==> src/tcc_pkg.sv <==
// constants and carrier types for the timer capture and compare unit
package tcc_pkg;

  // ---------------------------------------------------------------
  // register indices (byte address is four times the index)
  // ---------------------------------------------------------------
  localparam logic [7:0] IDX_COMPARE_ONE_PIN_MASK  = 8'h0c;
  localparam logic [7:0] IDX_COMPARE_ONE_PIN_DATA  = 8'h0d;
  localparam logic [7:0] IDX_FREE_RUNNING_COUNT    = 8'h0e;
  localparam logic [7:0] IDX_CAPTURE_VALUE_ONE     = 8'h10;
  localparam logic [7:0] IDX_CAPTURE_VALUE_TWO     = 8'h12;
  localparam logic [7:0] IDX_CAPTURE_VALUE_THREE   = 8'h14;
  localparam logic [7:0] IDX_COMPARE_VALUE_ONE     = 8'h16;
  localparam logic [7:0] IDX_COMPARE_VALUE_TWO     = 8'h18;
  localparam logic [7:0] IDX_COMPARE_VALUE_THREE   = 8'h1a;
  localparam logic [7:0] IDX_COMPARE_VALUE_FOUR    = 8'h1c;
  localparam logic [7:0] IDX_SHARED_VALUE          = 8'h1e;
  localparam logic [7:0] IDX_PIN_ACTION_CONTROL    = 8'h20;
  localparam logic [7:0] IDX_CAPTURE_EDGE_CONTROL  = 8'h21;
  localparam logic [7:0] IDX_INTERRUPT_ENABLES     = 8'h22;
  localparam logic [7:0] IDX_EVENT_FLAGS           = 8'h23;
  localparam logic [7:0] IDX_COUNTER_CONTROL       = 8'h24;
  localparam logic [7:0] IDX_COUNTER_FLAGS         = 8'h25;
  localparam logic [7:0] IDX_PULSE_CONTROL         = 8'h26;

  // ---------------------------------------------------------------
  // field positions and reset values
  // ---------------------------------------------------------------
  localparam int BIT_SHARED_SELECT  = 2;  // in pulse control
  localparam int BIT_WRAP_FLAG      = 7;  // in counter flags
  localparam int BIT_WRAP_ENABLE    = 7;  // in counter control
  localparam int BIT_SHARED_FLAG    = 3;  // in event flags
  localparam logic [15:0] RST_COMPARE      = 16'hffff;
  localparam logic [15:0] RST_COUNT        = 16'h0000;
  localparam logic [7:0]  RST_CONTROL      = 8'h00;
  localparam logic [7:0]  PIN_MASK_BITS    = 8'hf8;
  localparam logic [1:0]  MODE_OFF         = 2'h0;
  localparam logic [1:0]  MODE_TOGGLE      = 2'h1;
  localparam logic [1:0]  MODE_CLEAR       = 2'h2;
  localparam logic [1:0]  MODE_SET         = 2'h3;
  localparam logic [1:0]  EDGE_OFF         = 2'h0;
  localparam logic [1:0]  EDGE_RISE        = 2'h1;
  localparam logic [1:0]  EDGE_FALL        = 2'h2;

  // ---------------------------------------------------------------
  // latched bus address phase
  // ---------------------------------------------------------------
  typedef struct packed {
    logic       valid;
    logic       write;
    logic [7:0] idx;
  } busPhase_t;

endpackage : tcc_pkg

==> src/timer_capture_compare_unit.sv <==
// timer capture and compare unit with an ahb-lite register slave
// Function
// - capture registers one to three keep contents through reset
// - compare registers reset to all ones
// - shared pair is capture four or compare five
// - shared pair ignores writes while capturing
// - shared pair resets to all ones
// - mode/level pair disconnects, toggles, clears, sets pin
// - edge field selects off, rising, falling, any
// - compare flag with enable requests interrupt
// - capture flag with enable requests interrupt
// - select one: shared enable serves capture four
// - select zero: shared enable serves compare five
// - flags clear only where one is written
// - compare flag sets on counter match
// - shared flag follows the selected function
// - capture flag sets on selected edge
// - select zero compare five, one capture four
// - enable bits map one-to-one onto flags
// - wrap flag sets when counter wraps to zero
//
// The AHB-Lite register port was left to the implementer.
`timescale 1ns/1ns
`default_nettype none
module timer_capture_compare_unit (
  // clock and reset
  input  wire logic        mclk,
  input  wire logic        reset_n,
  // ahb-lite slave
  input  wire logic        hsel,
  input  wire logic [31:0] haddr,
  input  wire logic [1:0]  htrans,
  input  wire logic        hwrite,
  input  wire logic [2:0]  hsize,
  input  wire logic [31:0] hwdata,
  input  wire logic        hready,
  output var  logic        hreadyout,
  output var  logic        hresp,
  output var  logic [31:0] hrdata,
  // port a timer pins (bits 7..3 compare, 3..0 capture)
  input  wire logic [3:0]  portAIn,
  output var  logic [7:3]  portAOut,
  output var  logic [7:3]  portAOe_n,
  // interrupt request
  output var  logic        timerIrq
);

  // ---------------------------------------------------------------
  // reset release
  // ---------------------------------------------------------------
  logic resetSyncA;
  logic rstN;
  always_ff @(posedge mclk or negedge reset_n) begin
    if (!reset_n) begin
      resetSyncA <= 1'b0;
      rstN       <= 1'b0;
    end else begin
      resetSyncA <= 1'b1;
      rstN       <= resetSyncA;
    end
  end

  // ---------------------------------------------------------------
  // decoding helpers
  // ---------------------------------------------------------------
  function automatic logic captureHit(input logic [1:0] edgeSel,
                                      input logic prev, input logic cur);
    unique case (edgeSel)
      tcc_pkg::EDGE_OFF:  captureHit = 1'b0;
      tcc_pkg::EDGE_RISE: captureHit = !prev && cur;
      tcc_pkg::EDGE_FALL: captureHit = prev && !cur;
      default:            captureHit = prev != cur;
    endcase
  endfunction : captureHit

  // ---------------------------------------------------------------
  // state
  // ---------------------------------------------------------------
  tcc_pkg::busPhase_t dataPh;
  tcc_pkg::busPhase_t next_dataPh;
  logic [31:0] next_hrdata;
  logic        next_hreadyout;
  logic [3:0]  pinSyncA;
  logic [3:0]  pinSync;
  logic [3:0]  pinPrev;
  logic [15:0] count;
  logic [15:0] next_count;
  logic [3:0]  preCnt;
  logic [3:0]  next_preCnt;
  logic        cntNew;
  logic        tick;
  logic [15:0] cmpVal [4];
  logic [15:0] next_cmpVal [4];
  logic [15:0] sharedVal;
  logic [15:0] next_sharedVal;
  logic [15:0] capVal [3];
  logic [7:0]  pinMask, next_pinMask;
  logic [7:0]  pinData, next_pinData;
  logic [7:0]  actCtl, next_actCtl;
  logic [7:0]  edgeCtl, next_edgeCtl;
  logic [7:0]  ien, next_ien;
  logic [7:0]  flags, next_flags;
  logic [7:0]  cntCtl, next_cntCtl;
  logic        wrapFlag, next_wrapFlag;
  logic        sharedSel, next_sharedSel;
  logic [7:3]  next_portAOut;
  logic [7:3]  next_portAOe_n;
  logic        next_timerIrq;
  logic [4:0]  cmpHit;
  logic [3:0]  capHit;
  logic [7:0]  setFlags;
  logic        wrEn;
  logic [31:0] rdMux;

  // ---------------------------------------------------------------
  // event detection
  // ---------------------------------------------------------------
  assign wrEn = dataPh.valid && dataPh.write;

  generate
    for (genvar i = 0; i < 4; i++) begin : g_cmp
      assign cmpHit[i] = cntNew && (count == cmpVal[i]);
    end
  endgenerate
  // compare five only when select is zero
  assign cmpHit[4] = cntNew && !sharedSel && (count == sharedVal);

  generate
    for (genvar i = 0; i < 3; i++) begin : g_cap
      assign capHit[i] = captureHit(edgeCtl[5-2*i -: 2], pinPrev[i],
                                    pinSync[i]);
    end
  endgenerate
  // capture four only when select is one
  assign capHit[3] = sharedSel &&
                     captureHit(edgeCtl[7:6], pinPrev[3], pinSync[3]);

  // shared flag source follows the select bit
  assign setFlags = {cmpHit[0], cmpHit[1], cmpHit[2], cmpHit[3],
                     sharedSel ? capHit[3] : cmpHit[4],
                     capHit[0], capHit[1], capHit[2]};

  // ---------------------------------------------------------------
  // read multiplexer
  // ---------------------------------------------------------------
  always_comb begin
    rdMux = 32'h0000_0000;
    unique case (dataPh.idx)
      tcc_pkg::IDX_COMPARE_ONE_PIN_MASK: rdMux[7:0] = pinMask;
      tcc_pkg::IDX_COMPARE_ONE_PIN_DATA: rdMux[7:0] = pinData;
      tcc_pkg::IDX_FREE_RUNNING_COUNT:   rdMux[15:0] = count;
      tcc_pkg::IDX_CAPTURE_VALUE_ONE:    rdMux[15:0] = capVal[0];
      tcc_pkg::IDX_CAPTURE_VALUE_TWO:    rdMux[15:0] = capVal[1];
      tcc_pkg::IDX_CAPTURE_VALUE_THREE:  rdMux[15:0] = capVal[2];
      tcc_pkg::IDX_COMPARE_VALUE_ONE:    rdMux[15:0] = cmpVal[0];
      tcc_pkg::IDX_COMPARE_VALUE_TWO:    rdMux[15:0] = cmpVal[1];
      tcc_pkg::IDX_COMPARE_VALUE_THREE:  rdMux[15:0] = cmpVal[2];
      tcc_pkg::IDX_COMPARE_VALUE_FOUR:   rdMux[15:0] = cmpVal[3];
      tcc_pkg::IDX_SHARED_VALUE:         rdMux[15:0] = sharedVal;
      tcc_pkg::IDX_PIN_ACTION_CONTROL:   rdMux[7:0] = actCtl;
      tcc_pkg::IDX_CAPTURE_EDGE_CONTROL: rdMux[7:0] = edgeCtl;
      tcc_pkg::IDX_INTERRUPT_ENABLES:    rdMux[7:0] = ien;
      tcc_pkg::IDX_EVENT_FLAGS:          rdMux[7:0] = flags;
      tcc_pkg::IDX_COUNTER_CONTROL:      rdMux[7:0] = cntCtl;
      tcc_pkg::IDX_COUNTER_FLAGS:
        rdMux[tcc_pkg::BIT_WRAP_FLAG] = wrapFlag;
      tcc_pkg::IDX_PULSE_CONTROL:
        rdMux[tcc_pkg::BIT_SHARED_SELECT] = sharedSel;
      default:                           rdMux = 32'h0000_0000;
    endcase
  end

  // ---------------------------------------------------------------
  // next state
  // ---------------------------------------------------------------
  always_comb begin
    // bus: reads take one wait state so a preceding write is visible
    next_dataPh    = dataPh;
    next_hrdata    = hrdata;
    next_hreadyout = 1'b1;
    if (!hreadyout) begin
      next_hrdata = rdMux;
    end else if (hready) begin
      next_dataPh.valid = hsel && htrans[1];
      next_dataPh.write = hwrite;
      next_dataPh.idx   = haddr[9:2];
      next_hreadyout    = !(hsel && htrans[1] && !hwrite);
    end
    if (!hreadyout || (dataPh.valid && !dataPh.write && hreadyout)) begin
      next_dataPh.valid = next_dataPh.valid && hreadyout;
    end

    // prescaled count, no software write path
    next_preCnt = preCnt + 4'h1;
    unique case (cntCtl[1:0])
      2'h0:    tick = 1'b1;
      2'h1:    tick = preCnt >= 4'h3;
      2'h2:    tick = preCnt >= 4'h7;
      default: tick = preCnt >= 4'hf;
    endcase
    if (tick) begin
      next_preCnt = 4'h0;
    end
    next_count = tick ? count + 16'h0001 : count;

    next_cmpVal    = cmpVal;
    next_sharedVal = sharedVal;
    next_pinMask   = pinMask;
    next_pinData   = pinData;
    next_actCtl    = actCtl;
    next_edgeCtl   = edgeCtl;
    next_ien       = ien;
    next_cntCtl    = cntCtl;
    next_sharedSel = sharedSel;
    next_flags     = flags;
    next_wrapFlag  = wrapFlag;
    if (wrEn) begin
      unique case (dataPh.idx)
        tcc_pkg::IDX_COMPARE_ONE_PIN_MASK:
          next_pinMask = hwdata[7:0] & tcc_pkg::PIN_MASK_BITS;
        tcc_pkg::IDX_COMPARE_ONE_PIN_DATA:
          next_pinData = hwdata[7:0] & tcc_pkg::PIN_MASK_BITS;
        tcc_pkg::IDX_COMPARE_VALUE_ONE:    next_cmpVal[0] = hwdata[15:0];
        tcc_pkg::IDX_COMPARE_VALUE_TWO:    next_cmpVal[1] = hwdata[15:0];
        tcc_pkg::IDX_COMPARE_VALUE_THREE:  next_cmpVal[2] = hwdata[15:0];
        tcc_pkg::IDX_COMPARE_VALUE_FOUR:   next_cmpVal[3] = hwdata[15:0];
        tcc_pkg::IDX_SHARED_VALUE:
          if (!sharedSel) next_sharedVal = hwdata[15:0];
        tcc_pkg::IDX_PIN_ACTION_CONTROL:   next_actCtl = hwdata[7:0];
        tcc_pkg::IDX_CAPTURE_EDGE_CONTROL: next_edgeCtl = hwdata[7:0];
        tcc_pkg::IDX_INTERRUPT_ENABLES:    next_ien = hwdata[7:0];
        tcc_pkg::IDX_EVENT_FLAGS: next_flags = flags & ~hwdata[7:0];
        tcc_pkg::IDX_COUNTER_CONTROL:
          next_cntCtl = {hwdata[7], 5'h00, hwdata[1:0]};
        tcc_pkg::IDX_COUNTER_FLAGS:
          if (hwdata[tcc_pkg::BIT_WRAP_FLAG]) next_wrapFlag = 1'b0;
        // select bit steers the shared pair
        tcc_pkg::IDX_PULSE_CONTROL:
          next_sharedSel = hwdata[tcc_pkg::BIT_SHARED_SELECT];
        default: next_flags = flags;
      endcase
    end
    // set wins over a same-cycle clear
    next_flags = next_flags | setFlags;
    if (tick && count == 16'hffff) begin
      next_wrapFlag = 1'b1;
    end
    if (capHit[3]) begin
      next_sharedVal = count;
    end

    next_portAOut  = portAOut;
    next_portAOe_n = 5'h1f;
    for (int i = 0; i < 4; i++) begin
      if (actCtl[7-2*i -: 2] != tcc_pkg::MODE_OFF && (i < 3 || !sharedSel))
      begin
        next_portAOe_n[6-i] = 1'b0;
      end
      if (cmpHit[i+1]) begin
        unique case (actCtl[7-2*i -: 2])
          tcc_pkg::MODE_OFF:    next_portAOut[6-i] = portAOut[6-i];
          tcc_pkg::MODE_TOGGLE: next_portAOut[6-i] = !portAOut[6-i];
          tcc_pkg::MODE_CLEAR:  next_portAOut[6-i] = 1'b0;
          default:              next_portAOut[6-i] = 1'b1;
        endcase
      end
    end
    // compare one overrides on masked pins
    for (int b = 3; b < 8; b++) begin
      if (pinMask[b]) begin
        next_portAOe_n[b] = 1'b0;
        if (cmpHit[0]) next_portAOut[b] = pinData[b];
      end
    end

    // shared enable sits on the shared flag
    next_timerIrq = |(next_flags & next_ien) ||
                    (next_wrapFlag && next_cntCtl[tcc_pkg::BIT_WRAP_ENABLE]);
  end

  // ---------------------------------------------------------------
  // registers
  // ---------------------------------------------------------------
  always_ff @(posedge mclk or negedge rstN) begin
    if (!rstN) begin
      dataPh    <= '0;
      hrdata    <= 32'h0000_0000;
      hreadyout <= 1'b1;
      hresp     <= 1'b0;
      pinSyncA  <= 4'h0;
      pinSync   <= 4'h0;
      pinPrev   <= 4'h0;
      count     <= tcc_pkg::RST_COUNT;
      preCnt    <= 4'h0;
      cntNew    <= 1'b0;
      for (int i = 0; i < 4; i++) cmpVal[i] <= tcc_pkg::RST_COMPARE;
      sharedVal <= tcc_pkg::RST_COMPARE;
      pinMask   <= tcc_pkg::RST_CONTROL;
      pinData   <= tcc_pkg::RST_CONTROL;
      actCtl    <= tcc_pkg::RST_CONTROL;
      edgeCtl   <= tcc_pkg::RST_CONTROL;
      ien       <= tcc_pkg::RST_CONTROL;
      flags     <= tcc_pkg::RST_CONTROL;
      cntCtl    <= tcc_pkg::RST_CONTROL;
      wrapFlag  <= 1'b0;
      sharedSel <= 1'b0;
      portAOut  <= 5'h00;
      portAOe_n <= 5'h1f;
      timerIrq  <= 1'b0;
    end else begin
      dataPh    <= next_dataPh;
      hrdata    <= next_hrdata;
      hreadyout <= next_hreadyout;
      hresp     <= 1'b0;
      pinSyncA  <= portAIn;
      pinSync   <= pinSyncA;
      pinPrev   <= pinSync;
      count     <= next_count;
      preCnt    <= next_preCnt;
      cntNew    <= tick;
      cmpVal    <= next_cmpVal;
      sharedVal <= next_sharedVal;
      pinMask   <= next_pinMask;
      pinData   <= next_pinData;
      actCtl    <= next_actCtl;
      edgeCtl   <= next_edgeCtl;
      ien       <= next_ien;
      flags     <= next_flags;
      cntCtl    <= next_cntCtl;
      wrapFlag  <= next_wrapFlag;
      sharedSel <= next_sharedSel;
      portAOut  <= next_portAOut;
      portAOe_n <= next_portAOe_n;
      timerIrq  <= next_timerIrq;
    end
  end

  // no reset term: captured values survive reset
  // latch counter on the selected edge
  always_ff @(posedge mclk) begin
    for (int i = 0; i < 3; i++) begin
      if (capHit[i]) capVal[i] <= count;
    end
  end

  // ---------------------------------------------------------------
  // assertions
  // ---------------------------------------------------------------
  AST_CNT_STEP: assert property (@(posedge mclk) disable iff (!rstN)
    tick |=> count == $past(count) + 16'h0001)
    else $error("counter did not step on tick");
  AST_CMP_FLAG: assert property (@(posedge mclk) disable iff (!rstN)
    cmpHit[0] |=> flags[7])
    else $error("compare one flag not set on match");
  AST_CMP_IRQ: assert property (@(posedge mclk) disable iff (!rstN)
    (flags[7] && ien[7]) |-> timerIrq)
    else $error("compare interrupt missing");
  AST_CAP_IRQ: assert property (@(posedge mclk) disable iff (!rstN)
    (flags[2] && ien[2]) |-> timerIrq)
    else $error("capture interrupt missing");
  AST_CAP_LATCH: assert property (@(posedge mclk) disable iff (!rstN)
    capHit[0] |=> (capVal[0] == $past(count)) && flags[2])
    else $error("capture one did not latch counter");
  AST_SHR_LOCK: assert property (@(posedge mclk) disable iff (!rstN)
    (wrEn && dataPh.idx == tcc_pkg::IDX_SHARED_VALUE && sharedSel
     && !capHit[3]) |=> $stable(sharedVal))
    else $error("shared pair written while capturing");
  AST_FLAG_KEEP: assert property (@(posedge mclk) disable iff (!rstN)
    (wrEn && dataPh.idx == tcc_pkg::IDX_EVENT_FLAGS)
    |=> (($past(flags) & ~$past(hwdata[7:0]) & ~flags) == 8'h00))
    else $error("flag written with zero was cleared");
  AST_WRAP: assert property (@(posedge mclk) disable iff (!rstN)
    (tick && count == 16'hffff) |=> wrapFlag && count == 16'h0000)
    else $error("wrap flag not set on wrap");
  AST_PIN_SET: assert property (@(posedge mclk) disable iff (!rstN)
    (cmpHit[1] && actCtl[7:6] == tcc_pkg::MODE_SET && !pinMask[6])
    |=> portAOut[6] && !portAOe_n[6])
    else $error("compare two did not set its pin");
  AST_EDGE_OFF: assert property (@(posedge mclk) disable iff (!rstN)
    (edgeCtl[5:4] == tcc_pkg::EDGE_OFF) |-> !capHit[0])
    else $error("capture one fired while disabled");
  COV_SHARED_CAPTURE: cover property (@(posedge mclk) disable iff (!rstN)
    capHit[3]);
  COV_SHARED_COMPARE: cover property (@(posedge mclk) disable iff (!rstN)
    cmpHit[4]);
  COV_SET_AND_CLEAR: cover property (@(posedge mclk) disable iff (!rstN)
    wrEn && dataPh.idx == tcc_pkg::IDX_EVENT_FLAGS && |setFlags);

endmodule : timer_capture_compare_unit
`default_nettype wire

==> config.mk <==
export PLATFORM = sky130hd
export DESIGN_NAME = timer_capture_compare_unit
export DESIGN_NICKNAME = d
export VERILOG_FILES = /design/src/tcc_pkg.sv /design/src/timer_capture_compare_unit.sv
export SDC_FILE = /design/constraint.sdc
export NUM_CORES = 1
export LEC_CHECK = 0
export ABC_AREA = 0
export BUFFER_PORTS_ARGS = -buffer_cell sky130_fd_sc_hd__buf_2
export CORE_MARGIN = 1
export CORE_UTILIZATION = 57
export CTS_CLUSTER_DIAMETER = 60
export DETAILED_ROUTE_END_ITERATION = 16
export PLACE_DENSITY_LB_ADDON = 0.15
export SYNTH_ARGS = -nofsm -noshare
export SYNTH_HDL_FRONTEND = slang
export SYNTH_SLANG_ARGS = --single-unit
==> constraint.sdc <==
create_clock -name mclk -period 7.7 [get_ports mclk]
set_input_delay 0.385 -clock mclk [delete_from_list [all_inputs] [get_ports mclk]]
set_output_delay 0.385 -clock mclk [all_outputs]
set_load 0.01 [all_outputs]
After elaboration in Yosys (flattened, before gate mapping)
Memory sizes are Yosys's and may differ from the RTL's.
Cells that the tools add are included.

operators by class
  reduce and logical (&&, ||, !) cells = 72
  muxes and demuxes = 62
  divide/modulo/power cells = 0
  multipliers = 0
  equal/unequal tests = 47
  add/sub/neg operators = 2
  shift operators = 0
  bitwise gates (word level) = 4
  order comparisons = 3

operators with widths
  operator                 number
  $eq A16 B16 Y1           5
  $pmux W8 S9              1
  $eq A8 B5 Y1 const B     8
  $mux W16                 4
  $pmux W4 S15             1
  $eq A8 B6 Y1 const B     7
  $mux W8                  6
  $mux W1                  35
  $pmux W2 S14             1
  $pmux W1 S3              9
  $eq A8 B4 Y1 const B     3
  $logic_and A1 B1 Y1      24
  $reduce_and A2 Y1        12
  $mux W10                 2
  $eq A2 B1 Y1 const B     9
  $eq A2 B2 Y1 const B     9
  $logic_not A2 Y1         9
  $logic_not A1 Y1         17
  $pmux W1 S17             1
  $add A16 B1 Y16 const B  1
  $and A8 B8 Y8            2
  $eq A16 B16 Y1 const B   1
  $pmux W1 S14             1
  $reduce_bool A2 Y1       6
  12 further kinds         16

word-level totals
  output and inout bits = 45
  ROM bits = 0
  bits in writable memories = 48
  input bits = 78
  word-level logic and storage cells = 223
  bits in latches = 0
  flip-flop bits (word level) = 200
  memories kept = 1

memories
  memory  words  bits a word  rd ports  clocked after Yosys merged registers in  write ports  line                              source
  capVal  3      16           3         0                                        3            timer_capture_compare_unit.sv:96  logic [15:0] capVal [3];

Depth between registers and ports, before layout
  depth after elaboration = 9
  gate-level depth with buffers = 9

Worst setup path after synthesis
Ideal clock, no wire load.

  path type = register to register
  start = register dataPh[4] (netlist name)
  end = register timerIrq
  data arrival time = 2503 ps
  buffers on the path = 1
  cell stages (with the launch flop) = 8
  slack = 5059 ps
  clock period less this slack = 2641 ps
  data required time = 7562 ps
  cell sequence = dfrtp_1 or4b_4 buf_6 nor2_1 and3_1 mux2_2 a22oi_1 or4b_1

RTL lines
  item                    line                               source
  from (decl)             timer_capture_compare_unit.sv:79   tcc_pkg::busPhase_t dataPh;
  from (signal assigned)  timer_capture_compare_unit.sv:311  dataPh <= next_dataPh;
  $eq A8 B6 Y1            timer_capture_compare_unit.sv:218  unique case (dataPh.idx)
  $mux W8                 timer_capture_compare_unit.sv:218
  $mux W8                 timer_capture_compare_unit.sv:217  if (wrEn) begin
  net next_cntCtl[7]      timer_capture_compare_unit.sv:103  logic [7:0] cntCtl, next_cntCtl;
  $logic_and A1 B1 Y1     timer_capture_compare_unit.sv:278  (next_wrapFlag && next_cntCtl[tcc_pkg::BIT_WRAP_ENABLE]);
  $logic_or A1 B1 Y1      timer_capture_compare_unit.sv:277  next_timerIrq = |(next_flags & next_ien) ||
  net next_timerIrq       timer_capture_compare_unit.sv:108  logic next_timerIrq;
  to (signal assigned)    timer_capture_compare_unit.sv:334  timerIrq <= next_timerIrq;
  to (decl)               timer_capture_compare_unit.sv:45   output var logic timerIrq

The timed path passes the listed nets, and every way through them passes these cells.
A chain may end at the register's enable or synchronous reset.

Worst setup path after layout
  start = register dataPh[7] (netlist name)
  end = register cmpVal[2] (netlist name)

between the ends
  word-level cells in the longest chain between the ends = 2

RTL lines
  item                         line                               source
  $eq A8 B5 Y1                 timer_capture_compare_unit.sv:218
  $reduce_and A2 Y1 (no line)  --
  to (signal assigned)         timer_capture_compare_unit.sv:321  cmpVal <= next_cmpVal;
  to (decl)                    timer_capture_compare_unit.sv:92   logic [15:0] cmpVal [4];

Every way passes these cells.

==> flow_summary.ini <==
[drt]
drc = 0
vias = 9111
postRouteAntennaNets = 0
drt-pass1-iter-count = 6
viasPerCell = 6.407
wl_per_cell_um = 24.91
drtIter0Drc = 1003
drt-total-wl_um = 35430

[critical_path]
worstSetupPathType = flip-flop to flip-flop
cp.required_ns = 8.17
cp_max_fo = 18
crit_chain = nor4b_1 -> nand2_1 -> nor2_1 -> nand2_1 -> mux2_2
crit_buf_inv = 0
r2r-start = dataPh[7]
cp.arrival_ns = 4.46
cpLargestDelayFamily = simple AND/OR/NAND/NOR gates
setup.worst_path.start = dataPh[7]
critPathMaxStageDelay_ns = 0.87
rr_endpoint = cmpVal[2]
worstSetupStartpointType = flip-flop
crit_path_end_kind = flip-flop
rr_worst_depth = 5
critPathSlowestCell = nand2_1
rrSetupSlack_ns = 3.71
critical_path.most_common_cell = nand2_1

[synth]
syn_area_sq_um = 12360
ys_seq_area_frac = 0.5302
ys_warn_count = 0
synth.area.top_cells = dfrtp_1, dfstp_2, edfxtp_1
avgSynthCellArea_sq_um = 11.54
ys_ff_latch = 248
synthCells = 1071
synth.most_common_cell = dfrtp_1
synth_top_area_frac = 0.2308
async_reset_ff_frac = 0.8065
synth_top_flop_cell = dfrtp_1
ys_types = 76
yosys-top-cells-count = dfrtp_1, mux2_2, nand2_1
synth-edff-count = 48
synth_area_leader_cell = dfrtp_1

[cts]
cts_made_buffers = 29
cts_max_path_buffers = 3
cts_tree = done
insertion_delay_ns = 0.55
htree_levels = 1
hold_buffers = 6
cts_sinks = 248
cts-root-buf = clkbuf_16
cts_setup_buffers = 0
post_cts_resize_count = 0
path_clk_slew_ns = 0.06

[timing]
tightest_slew_ns = 1.192
fin_crit_sh = 0.5179
setup_viol = 0
skew_ns = 0.01070
timing.fmax_mhz = 250.7
drv_slew = 0
finalCriticalPeriod_ns = 3.988
hold_viol_final = 0
rsz0062_at_grt = no
tns_ns = 0
slew-limit-headroom = 0.1847

[layout]
design_area_sq_um = 13830
drive_above_1_share = 0.2947
area_delta_synth_final_pct = 11.90
n_antenna_cell = 0
nNetsFinal = 1212
seqCellArea_sq_um = 6558
n_fill_cell = 1667
multi_input_area_sq_um = 5414

[place]
gp_congestion = 0.9487
hpwlAfterDp_um = 23420
io_buffers = 61
post_dp_cell_area_sq_um = 12850

[floorplan]
pin_count = 123
die_h_um = 149.3
coreArea_sq_um = 21150
die_area_sq_um = 22280
rows = 53
die_width_um = 149.3
initial_core_util = 0.5844

[outcome]
status = completed

[min_path]
hp-class = input pin to flip-flop
hold_start = hsel
hold_depth = 2
holdPathEnd = hreadyout

[power_and_ir_drop]
irDropWorstVdd_v = 0.0002405
clockPowerShare = 0.372
intPower_mw = 2.515
power_frac_comb = 0.152
pwr_density_cell_nw_per_um2 = 257.7
seqPwrFrac = 0.476
power_mw = 3.565
p_leak_nw = 5.597
p_switching_mw = 1.050
swShare = 0.2946

[global_route]
grt_max_degree = 81
grt_use_total = 0.3294
antenna_found_initial = 0
grt.overflow.total = 0
grt_pass1_wl_um = 53850
grt_pass1_vias = 8811

[job]
timing.max_cap.violations = 0
-- power by group through the flow --
stage          Sequential (mW)  Combinational (mW)  Clock, mW
3_5_place_dp              1.71               0.526          0
4_1_cts                   1.69               0.534       1.34
5_1_grt                   1.71               0.590       1.39
6_report                  1.70               0.541       1.33
3_3_place_gp              1.71               0.520          0
2_1_floorplan             1.60               0.427          0
-- logic make-up (layout without fill, tap and decap cells) --
kind of cell	Yosys count	count (layout)	share of synthesized area
XOR/XNOR	97	97	0.06873
other	2	18	0.0006075
buffers and inverters	102	162	0.03755
multiplexers	136	136	0.1249
AND/OR/NAND/NOR	282	282	0.1176
adder cells (fa/ha/maj)	11	11	0.01093
AO/OA/AOI/OAI	193	193	0.1095
flip-flops	248	248	0.5302
-- layout make-up --
type / instances / share of cell area
Clock inverter: 9 / 0.005789
Inverter: 22 / 0.005970
Sequential cell: 248 / 0.4740
Multi-Input combinational cell: 737 / 0.3914
Timing Repair Buffer: 86 / 0.03672
Tap cell: 275 / 0.02487
Clock buffer: 45 / 0.06123
-- worst max path at each step --
stage	slack, ns	cells after the start	end
2_1_floorplan	1.86	0	actCtl[0]
3_3_place_gp	3.95	5	cmpVal[12]
3_5_place_dp	3.96	5	cmpVal[15]
4_1_cts	3.95	5	cmpVal[15]
5_1_grt	3.70	5	cmpVal[14]
6_report	3.71	5	cmpVal[2]
-- layout by cell type (no fill, tap or decap), drive strengths merged, types with 21 or more instances in the layout --
master	Yosys	routed
dfrtp	114	114
mux2	106	106
nand2	103	103
dfstp	86	86
buf	36	80
xnor2	58	58
o21ai	51	51
edfxtp	48	48
clkbuf	44	45
xor2	39	39
nor2	37	37
nand3	36	36
a22oi	30	30
mux2i	26	26
inv	22	23
nor3	21	21
-- through the flow --
stage	setup slack (ns)	utilization	instances	hold slack, ns
5_1_grt	3.705	0.6539	1422	0.009663
3_3_place_gp	3.947	0.6073	1362	0.1707
6_report	3.712	0.6539	1422	0.01450
4_1_cts	3.949	0.6539	1422	0.001277
2_1_floorplan	1.864	-	1087	0.08941
3_5_place_dp	3.961	0.6073	1362	0.1720
-- sequential cells by signal, indices dropped and copies added, names as in the netlist, 3 cells and up --
name       count
portAOe_n      5
pinData        5
pinSync        4
flags          8
pinPrev        4
cmpVal        64
pinMask        5
cntCtl         3
hrdata        16
portAOut       5
actCtl         8
edgeCtl        8
preCnt         4
sharedVal     16
count         16
dataPh        10
pinSyncA       4
capVal        48
ien            8
-- metal layers --
layer | vias to the layer above | share of wire | track usage
met5 | - | 0 | 0
met4 | 0 | 0.041 | 0.1367
met3 | 101 | 0.098 | 0.08073
met2 | 506 | 0.45 | 0.4979
met1 | 4546 | 0.41 | 0.4540
li1 | 3958 | - | -
Note: power is estimated with default switching activity, not from simulation.
